--- config.mk ---
export PLATFORM = sky130hd
export DESIGN_NAME = printer_port_irq_multiplexer
export DESIGN_NICKNAME = d
export VERILOG_FILES = /design/src/core/ppmux_pkg.sv /design/src/core/printer_port_irq_multiplexer.sv
export VERILOG_INCLUDE_DIRS = /design/src /design/src/core
export SDC_FILE = /design/constraint.sdc
export NUM_CORES = 1
export LEC_CHECK = 0
export BUFFER_PORTS_ARGS = -buffer_cell sky130_fd_sc_hd__buf_2
export CORE_MARGIN = 2
export CORE_UTILIZATION = 28
export DETAILED_ROUTE_END_ITERATION = 6
export GPL_ROUTABILITY_DRIVEN = 0
export SETUP_SLACK_MARGIN = 0.4
export SYNTH_ARGS = -nofsm -noshare
export SYNTH_HDL_FRONTEND = slang
export SYNTH_SLANG_ARGS = --single-unit
--- constraint.sdc ---
create_clock -name i_core_clk -period 5.3 [get_ports i_core_clk]
set_input_delay 1.06 -clock i_core_clk [delete_from_list [all_inputs] [get_ports i_core_clk]]
set_output_delay 1.06 -clock i_core_clk [all_outputs]
set_load 0.05 [all_outputs]
--- src/core/ppmux_params.svh ---
// Operation
// - reset puts the interrupt multiplexer in non-compatible (mux) mode
// - after reset the printer lines stay idle until software sets run; the interrupt pin ignores run
// - strobe output tells the printer to latch the data byte
// - autofeed output asks the printer to advance form paper
// - initialize output starts the printer's init routine
// - select output selects the attached printer
// - outside stand-alone mode the interrupt pin feeds the mux
// - in stand-alone mode the pin drives the port interrupt
// - port interrupt pin stays tri-stated unless control bit 4 is set
// - alternate mode: set on ack rise, cleared by status read end
// - sixteen inputs time-shared onto two outputs by select code
// - rom width flag travels on mux output b
// - keyboard interrupt travels on mux output b
// - address bit 20 gate travels on mux output b
// - mux outputs come from mux logic, serial irqs in stand-alone
`ifndef PPMUX_PARAMS_SVH
`define PPMUX_PARAMS_SVH
`define PP_OFS_DATA    8'h00
`define PP_OFS_CTRL    8'h04
`define PP_OFS_STATUS  8'h08
`define PP_OFS_MODE    8'h0C
`define PP_DATA_RST    8'h00
`define PP_CTRL_RST    6'h00
`define PP_MODE_RST    3'h0
`define PP_IRQ_EN_BIT  4
`define PP_STAT_ACK    4
`define PP_MUX_MAP     64'hFEDCBA9876543210
`define AXI_OKAY       2'h0
`define AXI_SLVERR     2'h2
`endif

--- src/core/ppmux_pkg.sv ---
`default_nettype none
package ppmux_pkg;
  typedef struct packed {
    logic dir_in;
    logic irq_en;
    logic select_out;
    logic init;
    logic autofeed;
    logic strobe;
  } ctrl_t;
  typedef struct packed {
    logic run;
    logic alt_compat;
    logic standalone;
  } mode_t;
  typedef struct packed {
    logic ack;
    logic paper_out;
    logic busy;
    logic selected;
    logic error;
  } pstat_t;
endpackage
`default_nettype wire

--- src/core/printer_port_irq_multiplexer.sv ---
// The AXI4-Lite slave port and the register offsets were decided locally.
`include "ppmux_params.svh"
`default_nettype none
module printer_port_irq_multiplexer
  import ppmux_pkg::*;
#(
  parameter int          ADDR_W  = 8,
  parameter logic [63:0] MUX_MAP = `PP_MUX_MAP
) (
  input  wire logic              i_core_clk,
  input  wire logic              i_reset_n,
  input  wire logic [ADDR_W-1:0] i_awaddr,
  input  wire logic              i_awvalid,
  output logic                   o_awready,
  input  wire logic [31:0]       i_wdata,
  input  wire logic [3:0]        i_wstrb,
  input  wire logic              i_wvalid,
  output logic                   o_wready,
  output logic [1:0]             o_bresp,
  output logic                   o_bvalid,
  input  wire logic              i_bready,
  input  wire logic [ADDR_W-1:0] i_araddr,
  input  wire logic              i_arvalid,
  output logic                   o_arready,
  output logic [31:0]            o_rdata,
  output logic [1:0]             o_rresp,
  output logic                   o_rvalid,
  input  wire logic              i_rready,
  input  wire logic [7:0]        i_printer_data_bus,
  output logic [7:0]             o_printer_data_bus,
  output logic                   o_printer_data_oe,
  output logic                   o_printer_latch_pulse,
  output logic                   o_paper_autofeed,
  output logic                   o_printer_init,
  output logic                   o_printer_select_out,
  input  wire logic              i_printer_error,
  input  wire logic              i_printer_selected_in,
  input  wire logic              i_printer_busy,
  input  wire logic              i_paper_out_in,
  input  wire logic              i_printer_ack,
  input  wire logic              i_printer_interrupt,
  output logic                   o_printer_interrupt,
  output logic                   o_printer_interrupt_oe,
  input  wire logic [2:0]        i_mux_select_code,
  input  wire logic [10:0]       i_irq_lines,
  input  wire logic              i_cpu_reset_request,
  input  wire logic              i_rom_width_flag,
  input  wire logic              i_keyboard_interrupt,
  input  wire logic              i_address_bit20_gate,
  input  wire logic              i_serial0_irq,
  input  wire logic              i_serial1_irq,
  output logic                   o_mux_output_a,
  output logic                   o_mux_output_b
);

  if (ADDR_W < 4 || ADDR_W > 32) begin : g_bad_addr_w
    $error("ADDR_W must lie between 4 and 32");
  end

  // ***************************************
  // mux table lookup
  // ***************************************
  function automatic logic [3:0] map_sel(input logic [2:0] code,
                                         input logic       side);
    return MUX_MAP[{side, code, 2'b00} +: 4];
  endfunction

  // ***************************************
  // state
  // ***************************************
  logic [7:0]        data_q;
  ctrl_t             ctrl_q;
  mode_t             mode_q;
  pstat_t            stat_s1_q;
  pstat_t            stat_s2_q;
  logic              ack_prev_q;
  logic              irq_q;
  logic              irq_d;
  logic              mux_a_q;
  logic              mux_b_q;
  logic              aw_hold_q;
  logic              w_hold_q;
  logic [ADDR_W-1:0] awaddr_q;
  logic [7:0]        wdata_q;
  logic              wstrb_q;
  logic              bvalid_q;
  logic [1:0]        bresp_q;
  logic              rvalid_q;
  logic [31:0]       rdata_q;
  logic [1:0]        rresp_q;
  logic              rd_stat_q;

  // ***************************************
  // register bus decode
  // ***************************************
  wire               aw_take  = i_awvalid & o_awready;
  wire               w_take   = i_wvalid & o_wready;
  wire               aw_have  = aw_hold_q | aw_take;
  wire               w_have   = w_hold_q | w_take;
  wire               do_write = aw_have & w_have & ~bvalid_q;
  wire [ADDR_W-1:0]  wr_addr  = aw_hold_q ? awaddr_q : i_awaddr;
  wire [7:0]         wr_byte  = w_hold_q ? wdata_q : i_wdata[7:0];
  wire               wr_lane  = w_hold_q ? wstrb_q : i_wstrb[0];
  wire               wr_data  = wr_addr == ADDR_W'(`PP_OFS_DATA);
  wire               wr_ctrl  = wr_addr == ADDR_W'(`PP_OFS_CTRL);
  wire               wr_mode  = wr_addr == ADDR_W'(`PP_OFS_MODE);
  wire               wr_stat  = wr_addr == ADDR_W'(`PP_OFS_STATUS);
  wire               wr_hit   = wr_data | wr_ctrl | wr_mode | wr_stat;
  wire               wr_en    = do_write & wr_lane;
  wire               ar_take  = i_arvalid & o_arready;
  wire               rd_stat  = i_araddr == ADDR_W'(`PP_OFS_STATUS);
  wire               rd_done  = rvalid_q & i_rready & rd_stat_q;

  assign o_awready = ~aw_hold_q & ~bvalid_q;
  assign o_wready  = ~w_hold_q & ~bvalid_q;
  assign o_arready = ~rvalid_q;
  assign o_bvalid  = bvalid_q;
  assign o_bresp   = bresp_q;
  assign o_rvalid  = rvalid_q;
  assign o_rdata   = rdata_q;
  assign o_rresp   = rresp_q;

  // in input direction the data register reads back the pins
  wire [7:0]  data_rd = ctrl_q.dir_in ? i_printer_data_bus : data_q;
  wire [31:0] rd_word =
      (i_araddr == ADDR_W'(`PP_OFS_DATA))  ? {24'h000000, data_rd} :
      (i_araddr == ADDR_W'(`PP_OFS_CTRL))  ? {26'h0, ctrl_q} :
      rd_stat                               ? {26'h0, irq_q,
                                               stat_s2_q} :
      (i_araddr == ADDR_W'(`PP_OFS_MODE))  ? {29'h0, mode_q} :
                                              32'h00000000;
  wire        rd_hit  = rd_stat |
                        (i_araddr == ADDR_W'(`PP_OFS_DATA)) |
                        (i_araddr == ADDR_W'(`PP_OFS_CTRL)) |
                        (i_araddr == ADDR_W'(`PP_OFS_MODE));

  always_ff @(posedge i_core_clk) begin
    if (!i_reset_n) begin
      aw_hold_q <= 1'b0;
      w_hold_q  <= 1'b0;
      awaddr_q  <= '0;
      wdata_q   <= 8'h00;
      wstrb_q   <= 1'b0;
      bvalid_q  <= 1'b0;
      bresp_q   <= `AXI_OKAY;
    end else begin
      if (aw_take && !do_write) begin
        aw_hold_q <= 1'b1;
        awaddr_q  <= i_awaddr;
      end
      if (w_take && !do_write) begin
        w_hold_q <= 1'b1;
        wdata_q  <= i_wdata[7:0];
        wstrb_q  <= i_wstrb[0];
      end
      if (do_write) begin
        aw_hold_q <= 1'b0;
        w_hold_q  <= 1'b0;
        bvalid_q  <= 1'b1;
        bresp_q   <= wr_hit ? `AXI_OKAY : `AXI_SLVERR;
      end else if (i_bready) begin
        bvalid_q <= 1'b0;
      end
    end
  end

  always_ff @(posedge i_core_clk) begin
    if (!i_reset_n) begin
      rvalid_q  <= 1'b0;
      rdata_q   <= 32'h00000000;
      rresp_q   <= `AXI_OKAY;
      rd_stat_q <= 1'b0;
    end else if (ar_take) begin
      rvalid_q  <= 1'b1;
      rdata_q   <= rd_word;
      rresp_q   <= rd_hit ? `AXI_OKAY : `AXI_SLVERR;
      rd_stat_q <= rd_stat;
    end else if (i_rready) begin
      rvalid_q  <= 1'b0;
      rd_stat_q <= 1'b0;
    end
  end

  // ***************************************
  // software registers
  // ***************************************
  // status is read-only; a write to it is accepted and dropped
  always_ff @(posedge i_core_clk) begin
    if (!i_reset_n) begin
      data_q <= `PP_DATA_RST;
      ctrl_q <= `PP_CTRL_RST;
      mode_q <= `PP_MODE_RST;
    end else if (wr_en) begin
      if (wr_data)
        data_q <= wr_byte;
      if (wr_ctrl)
        ctrl_q <= ctrl_t'(wr_byte[5:0]);
      if (wr_mode)
        mode_q <= mode_t'(wr_byte[2:0]);
    end
  end

  // ***************************************
  // printer lines
  // ***************************************
  // nothing reaches the printer until software sets run
  assign o_printer_latch_pulse = ctrl_q.strobe & mode_q.run;
  assign o_paper_autofeed      = ctrl_q.autofeed & mode_q.run;
  assign o_printer_init        = ctrl_q.init & mode_q.run;
  assign o_printer_select_out  = ctrl_q.select_out & mode_q.run;
  assign o_printer_data_bus    = data_q;
  assign o_printer_data_oe     = mode_q.run & ~ctrl_q.dir_in;

  // ***************************************
  // status sync and printer interrupt
  // ***************************************
  wire pstat_t stat_raw = '{ack: i_printer_ack, paper_out: i_paper_out_in,
                            busy: i_printer_busy,
                            selected: i_printer_selected_in,
                            error: i_printer_error};
  wire ack_rise = stat_s2_q.ack & ~ack_prev_q;
  wire ack_fall = ~stat_s2_q.ack & ack_prev_q;

  // a rise in the same cycle as a clearing read keeps the flag set
  always_comb begin
    irq_d = irq_q;
    if (ack_rise)
      irq_d = 1'b1;
    else if (mode_q.alt_compat && rd_done)
      irq_d = 1'b0;
    else if (!mode_q.alt_compat && ack_fall)
      irq_d = 1'b0;
  end

  always_ff @(posedge i_core_clk) begin
    if (!i_reset_n) begin
      stat_s1_q  <= '0;
      stat_s2_q  <= '0;
      ack_prev_q <= 1'b0;
      irq_q      <= 1'b0;
    end else begin
      stat_s1_q  <= stat_raw;
      stat_s2_q  <= stat_s1_q;
      ack_prev_q <= stat_s2_q.ack;
      irq_q      <= irq_d;
    end
  end

  assign o_printer_interrupt    = irq_q & mode_q.standalone;
  assign o_printer_interrupt_oe = mode_q.standalone &
                                  ctrl_q.irq_en;

  // ***************************************
  // interrupt multiplexer
  // ***************************************
  wire        pin_irq_in = ~mode_q.standalone & i_printer_interrupt;
  wire [15:0] mux_in     = {i_address_bit20_gate,
                            i_keyboard_interrupt,
                            i_rom_width_flag,
                            i_cpu_reset_request,
                            pin_irq_in,
                            i_irq_lines};
  wire [3:0]  sel_a      = map_sel(i_mux_select_code, 1'b0);
  wire [3:0]  sel_b      = map_sel(i_mux_select_code, 1'b1);

  always_ff @(posedge i_core_clk) begin
    if (!i_reset_n) begin
      mux_a_q <= 1'b0;
      mux_b_q <= 1'b0;
    end else begin
      mux_a_q <= mode_q.standalone ? i_serial0_irq : mux_in[sel_a];
      mux_b_q <= mode_q.standalone ? i_serial1_irq : mux_in[sel_b];
    end
  end

  assign o_mux_output_a = mux_a_q;
  assign o_mux_output_b = mux_b_q;
endmodule
`default_nettype wire

==> flow_metrics.env <==
export IMPL_p_leak_uw=0.00174
export IMPL_synth_area_per_cell_um2=9.49
export IMPL_first_iter_violations=63
export IMPL_drc=0
export IMPL_rsz0062_at_grt="false"
export IMPL_cts_tree="built"
export IMPL_synth_area_top_cells="dfxtp_1, mux2i_1, buf_4, nand2_1, mux2_2"
export IMPL_syn_inst=322
export IMPL_track_usage=0.132
export IMPL_grt_overflow_total=0
export IMPL_grt_pass1_wl_mm=11.9
export IMPL_cts_htree_levels=3
export IMPL_drv_slew=0
export IMPL_insertedDiodeCount=0
export IMPL_p_int_uw=841
export IMPL_vias_per_cell=4.52
export IMPL_post_cts_setup_buffers=0
export IMPL_worst_pin_slew_ns=0.698
export IMPL_arrival_ns=1.39
export IMPL_layout_nets=507
export IMPL_clk_pin_slew_ns=0.07
export IMPL_slew_headroom=0.534
export IMPL_layout_drive_gt1_share=0.322
export IMPL_syn_to_final_growth_pct=24.0
export IMPL_cp_start_kind="register"
export IMPL_die_w_um=108
export IMPL_rows=38
export IMPL_dp_hpwl_mm=5.89
export IMPL_finalCritPeriodShare=0.462
export IMPL_core_area_um2=10700
export IMPL_ios=151
export IMPL_worstHoldPathType="reg -> reg"
export IMPL_critical_path_class="reg -> out"
export IMPL_ir_drop_uv=102
export IMPL_wl_per_cell_um=13.6
export IMPL_power_uw=1170
export IMPL_sequentialPowerShare=0.434
export IMPL_yosysWarnings=0
export IMPL_synth_area_um2=3050
export IMPL_required_ns=4.24
export IMPL_status="completed"
export IMPL_p_sw_uw=325
export IMPL_end_kind="output port"
export IMPL_root_buffer="clkbuf_8"
export IMPL_numPortBuffers=97
export IMPL_grt_max_degree=45
export IMPL_combinationalPowerShare=0.159
export IMPL_postRouteAntennaNets=0
export IMPL_sw_frac_of_total=0.279
export IMPL_fin_skew_ns=0.00619
export IMPL_drv_cap=0
export IMPL_p_per_area_nw_per_um2=308
export IMPL_initial_core_util=0.284
export IMPL_cts_repair_resized=0
export IMPL_crit_path_max_fanout=15
export IMPL_yosysSeqAreaShare=0.413
export IMPL_setup_tns_ns=0
export IMPL_fmaxAchievable_mhz=408
export IMPL_min_period_ns=2.45
export IMPL_dieArea_um2=11800
export IMPL_hold_viol_final=0
export IMPL_synth_distinct_cells=39
export IMPL_wirelength_mm=7.60
export IMPL_synth_seq_cells=63
export IMPL_yosysTopAreaCell="dfxtp_1"
export IMPL_yosys_area_top_type_share=0.413
export IMPL_fp_dieH_um=108
export IMPL_cts_hold_buf=0
export IMPL_antenna_found_initial=0
export IMPL_cts_buffers=9
export IMPL_p_clk_frac=0.407
export IMPL_dr_pass1_iters=4
export IMPL_setup_viol=0
export IMPL_routed_via_count=2529
export IMPL_grt_pass1_vias=2411
export IMPL_clock_latency_ns=0.34
export IMPL_clock_sinks=63
export IMPL_cts_path_max_buffers=2
## worst paths after layout
| path | startpoint | endpoint | slack [ns] | cells past startpoint |
|---|---|---|---|---|
| min | stat_s1_q[3] | stat_s2_q[3] | 0.43 | 1 |
| min reg2reg | stat_s1_q[3] | stat_s2_q[3] | 0.43 | 1 |
| max | w_hold_q | o_wready | 2.85 | 2 |
| max reg2reg | aw_hold_q | o_printer_data_bus[4] | 3.23 | 4 |
## routing by layer
layer / wire, µm / track usage / vias to the layer above
li1: - / - / 1247
met1: 3450 / 0.173 / 1168
met2: 3470 / 0.209 / 102
met3: 563 / 0.0350 / 12
met4: 116 / 0.0495 / 0
met5: 0 / 0 / -
## synth_stat cells
library cell and instances:
dfxtp_1 63, mux2i_1 44, nand2_1 36, nor2_1 28
buf_4 26, and2_1 19, a21oi_1 14, clkbuf_1 12
mux2_2 11, o21ai_0 8, o211ai_1 6, nand2b_1 5
mux4_2 4, or3_1 4, a2bb2oi_1 3, and3_1 3
buf_2 3, inv_1 3, nand3_1 3, nor2b_1 3
a211oi_1 2, a32o_1 2, nor3b_1 2, nor4_4 2
o221ai_2 2, a31oi_1 1, and3b_1 1, buf_1 1
conb_1 1, inv_2 1, nand3b_1 1, nand4_1 1
nor3_1 1, nor4_1 1, nor4_2 1, nor4bb_1 1
or3b_2 1, or4_1 1, or4b_1 1
## worst max-delay path: stages, from the launching register on
cell	delay, ns
dfxtp_1	0.71
nor2_1	0.10
buf_2	0.24
## logic make-up (layout without fill, tap and decap cells)
family / after synthesis / in the layout / synth area share
flip-flops: 63 / 63 / 0.413
AO/OA/AOI/OAI: 38 / 38 / 0.0828
AND/OR/NAND/NOR: 115 / 115 / 0.199
multiplexers: 59 / 59 / 0.214
other: 1 / 26 / 0.00123
buffers and inverters: 46 / 118 / 0.0897
## placed cells by master (no fill, tap or decap), types with 2 or more instances in the layout
cell type	Yosys	routed
mux2i_1	44	44
nor2b_1	3	3
mux2_2	11	11
nand3_1	3	3
clkbuf_1	12	2
nor2_1	28	28
a211oi_1	2	2
nor3b_1	2	2
inv_1	3	3
nand2b_1	5	5
dfxtp_1	63	63
mux4_2	4	4
o211ai_1	6	6
nand2_1	36	36
o21ai_0	8	8
nor4_4	2	2
and2_1	19	19
clkbuf_8	0	11
a32o_1	2	2
and3_1	3	3
o221ai_2	2	2
or3_1	4	4
bufinv_16	0	2
buf_2	3	97
a21oi_1	14	14
a2bb2oi_1	3	3
conb_1	1	26
## stage by stage
step                std cells  utilization  instance area [µm²]  worst slack [ns]  hold slack [ns]
floorplan                 347            -                 3150              2.85            0.412
global placement          543        0.332                 3560              2.56            0.418
detailed placement        543        0.332                 3560              2.53            0.422
CTS                       559        0.352                 3790              2.81            0.438
global route              559        0.352                 3790              2.74            0.448
finish                    559        0.352                 3790              2.85            0.433
## state kept, by name, summed over array words and instances (netlist names), 3 cells and up
signal	cells
ctrl_q	6
o_rdata	8
awaddr_q	8
o_printer_data_bus	8
stat_s1_q	5
wdata_q	8
mode_q	3
stat_s2_q	5
## area by class of cell
class	instances	area, µm²
Inverter	4	15.0
Clock inverter	3	65.1
Clock buffer	13	159
Multi-Input combinational cell	238	1620
Tap cell	140	175
Timing Repair Buffer	98	493
Sequential cell	63	1260
Fill cell	1130	6960
## power groups by stage
stage,Combinational [µW],Clock (µW),Sequential [µW]
floorplan,141,0,525
global placement,183,0,516
detailed placement,187,0,518
CTS,187,486,507
global route,202,512,509
finish,185,475,506
Note: power is estimated with default switching activity, not from simulation.
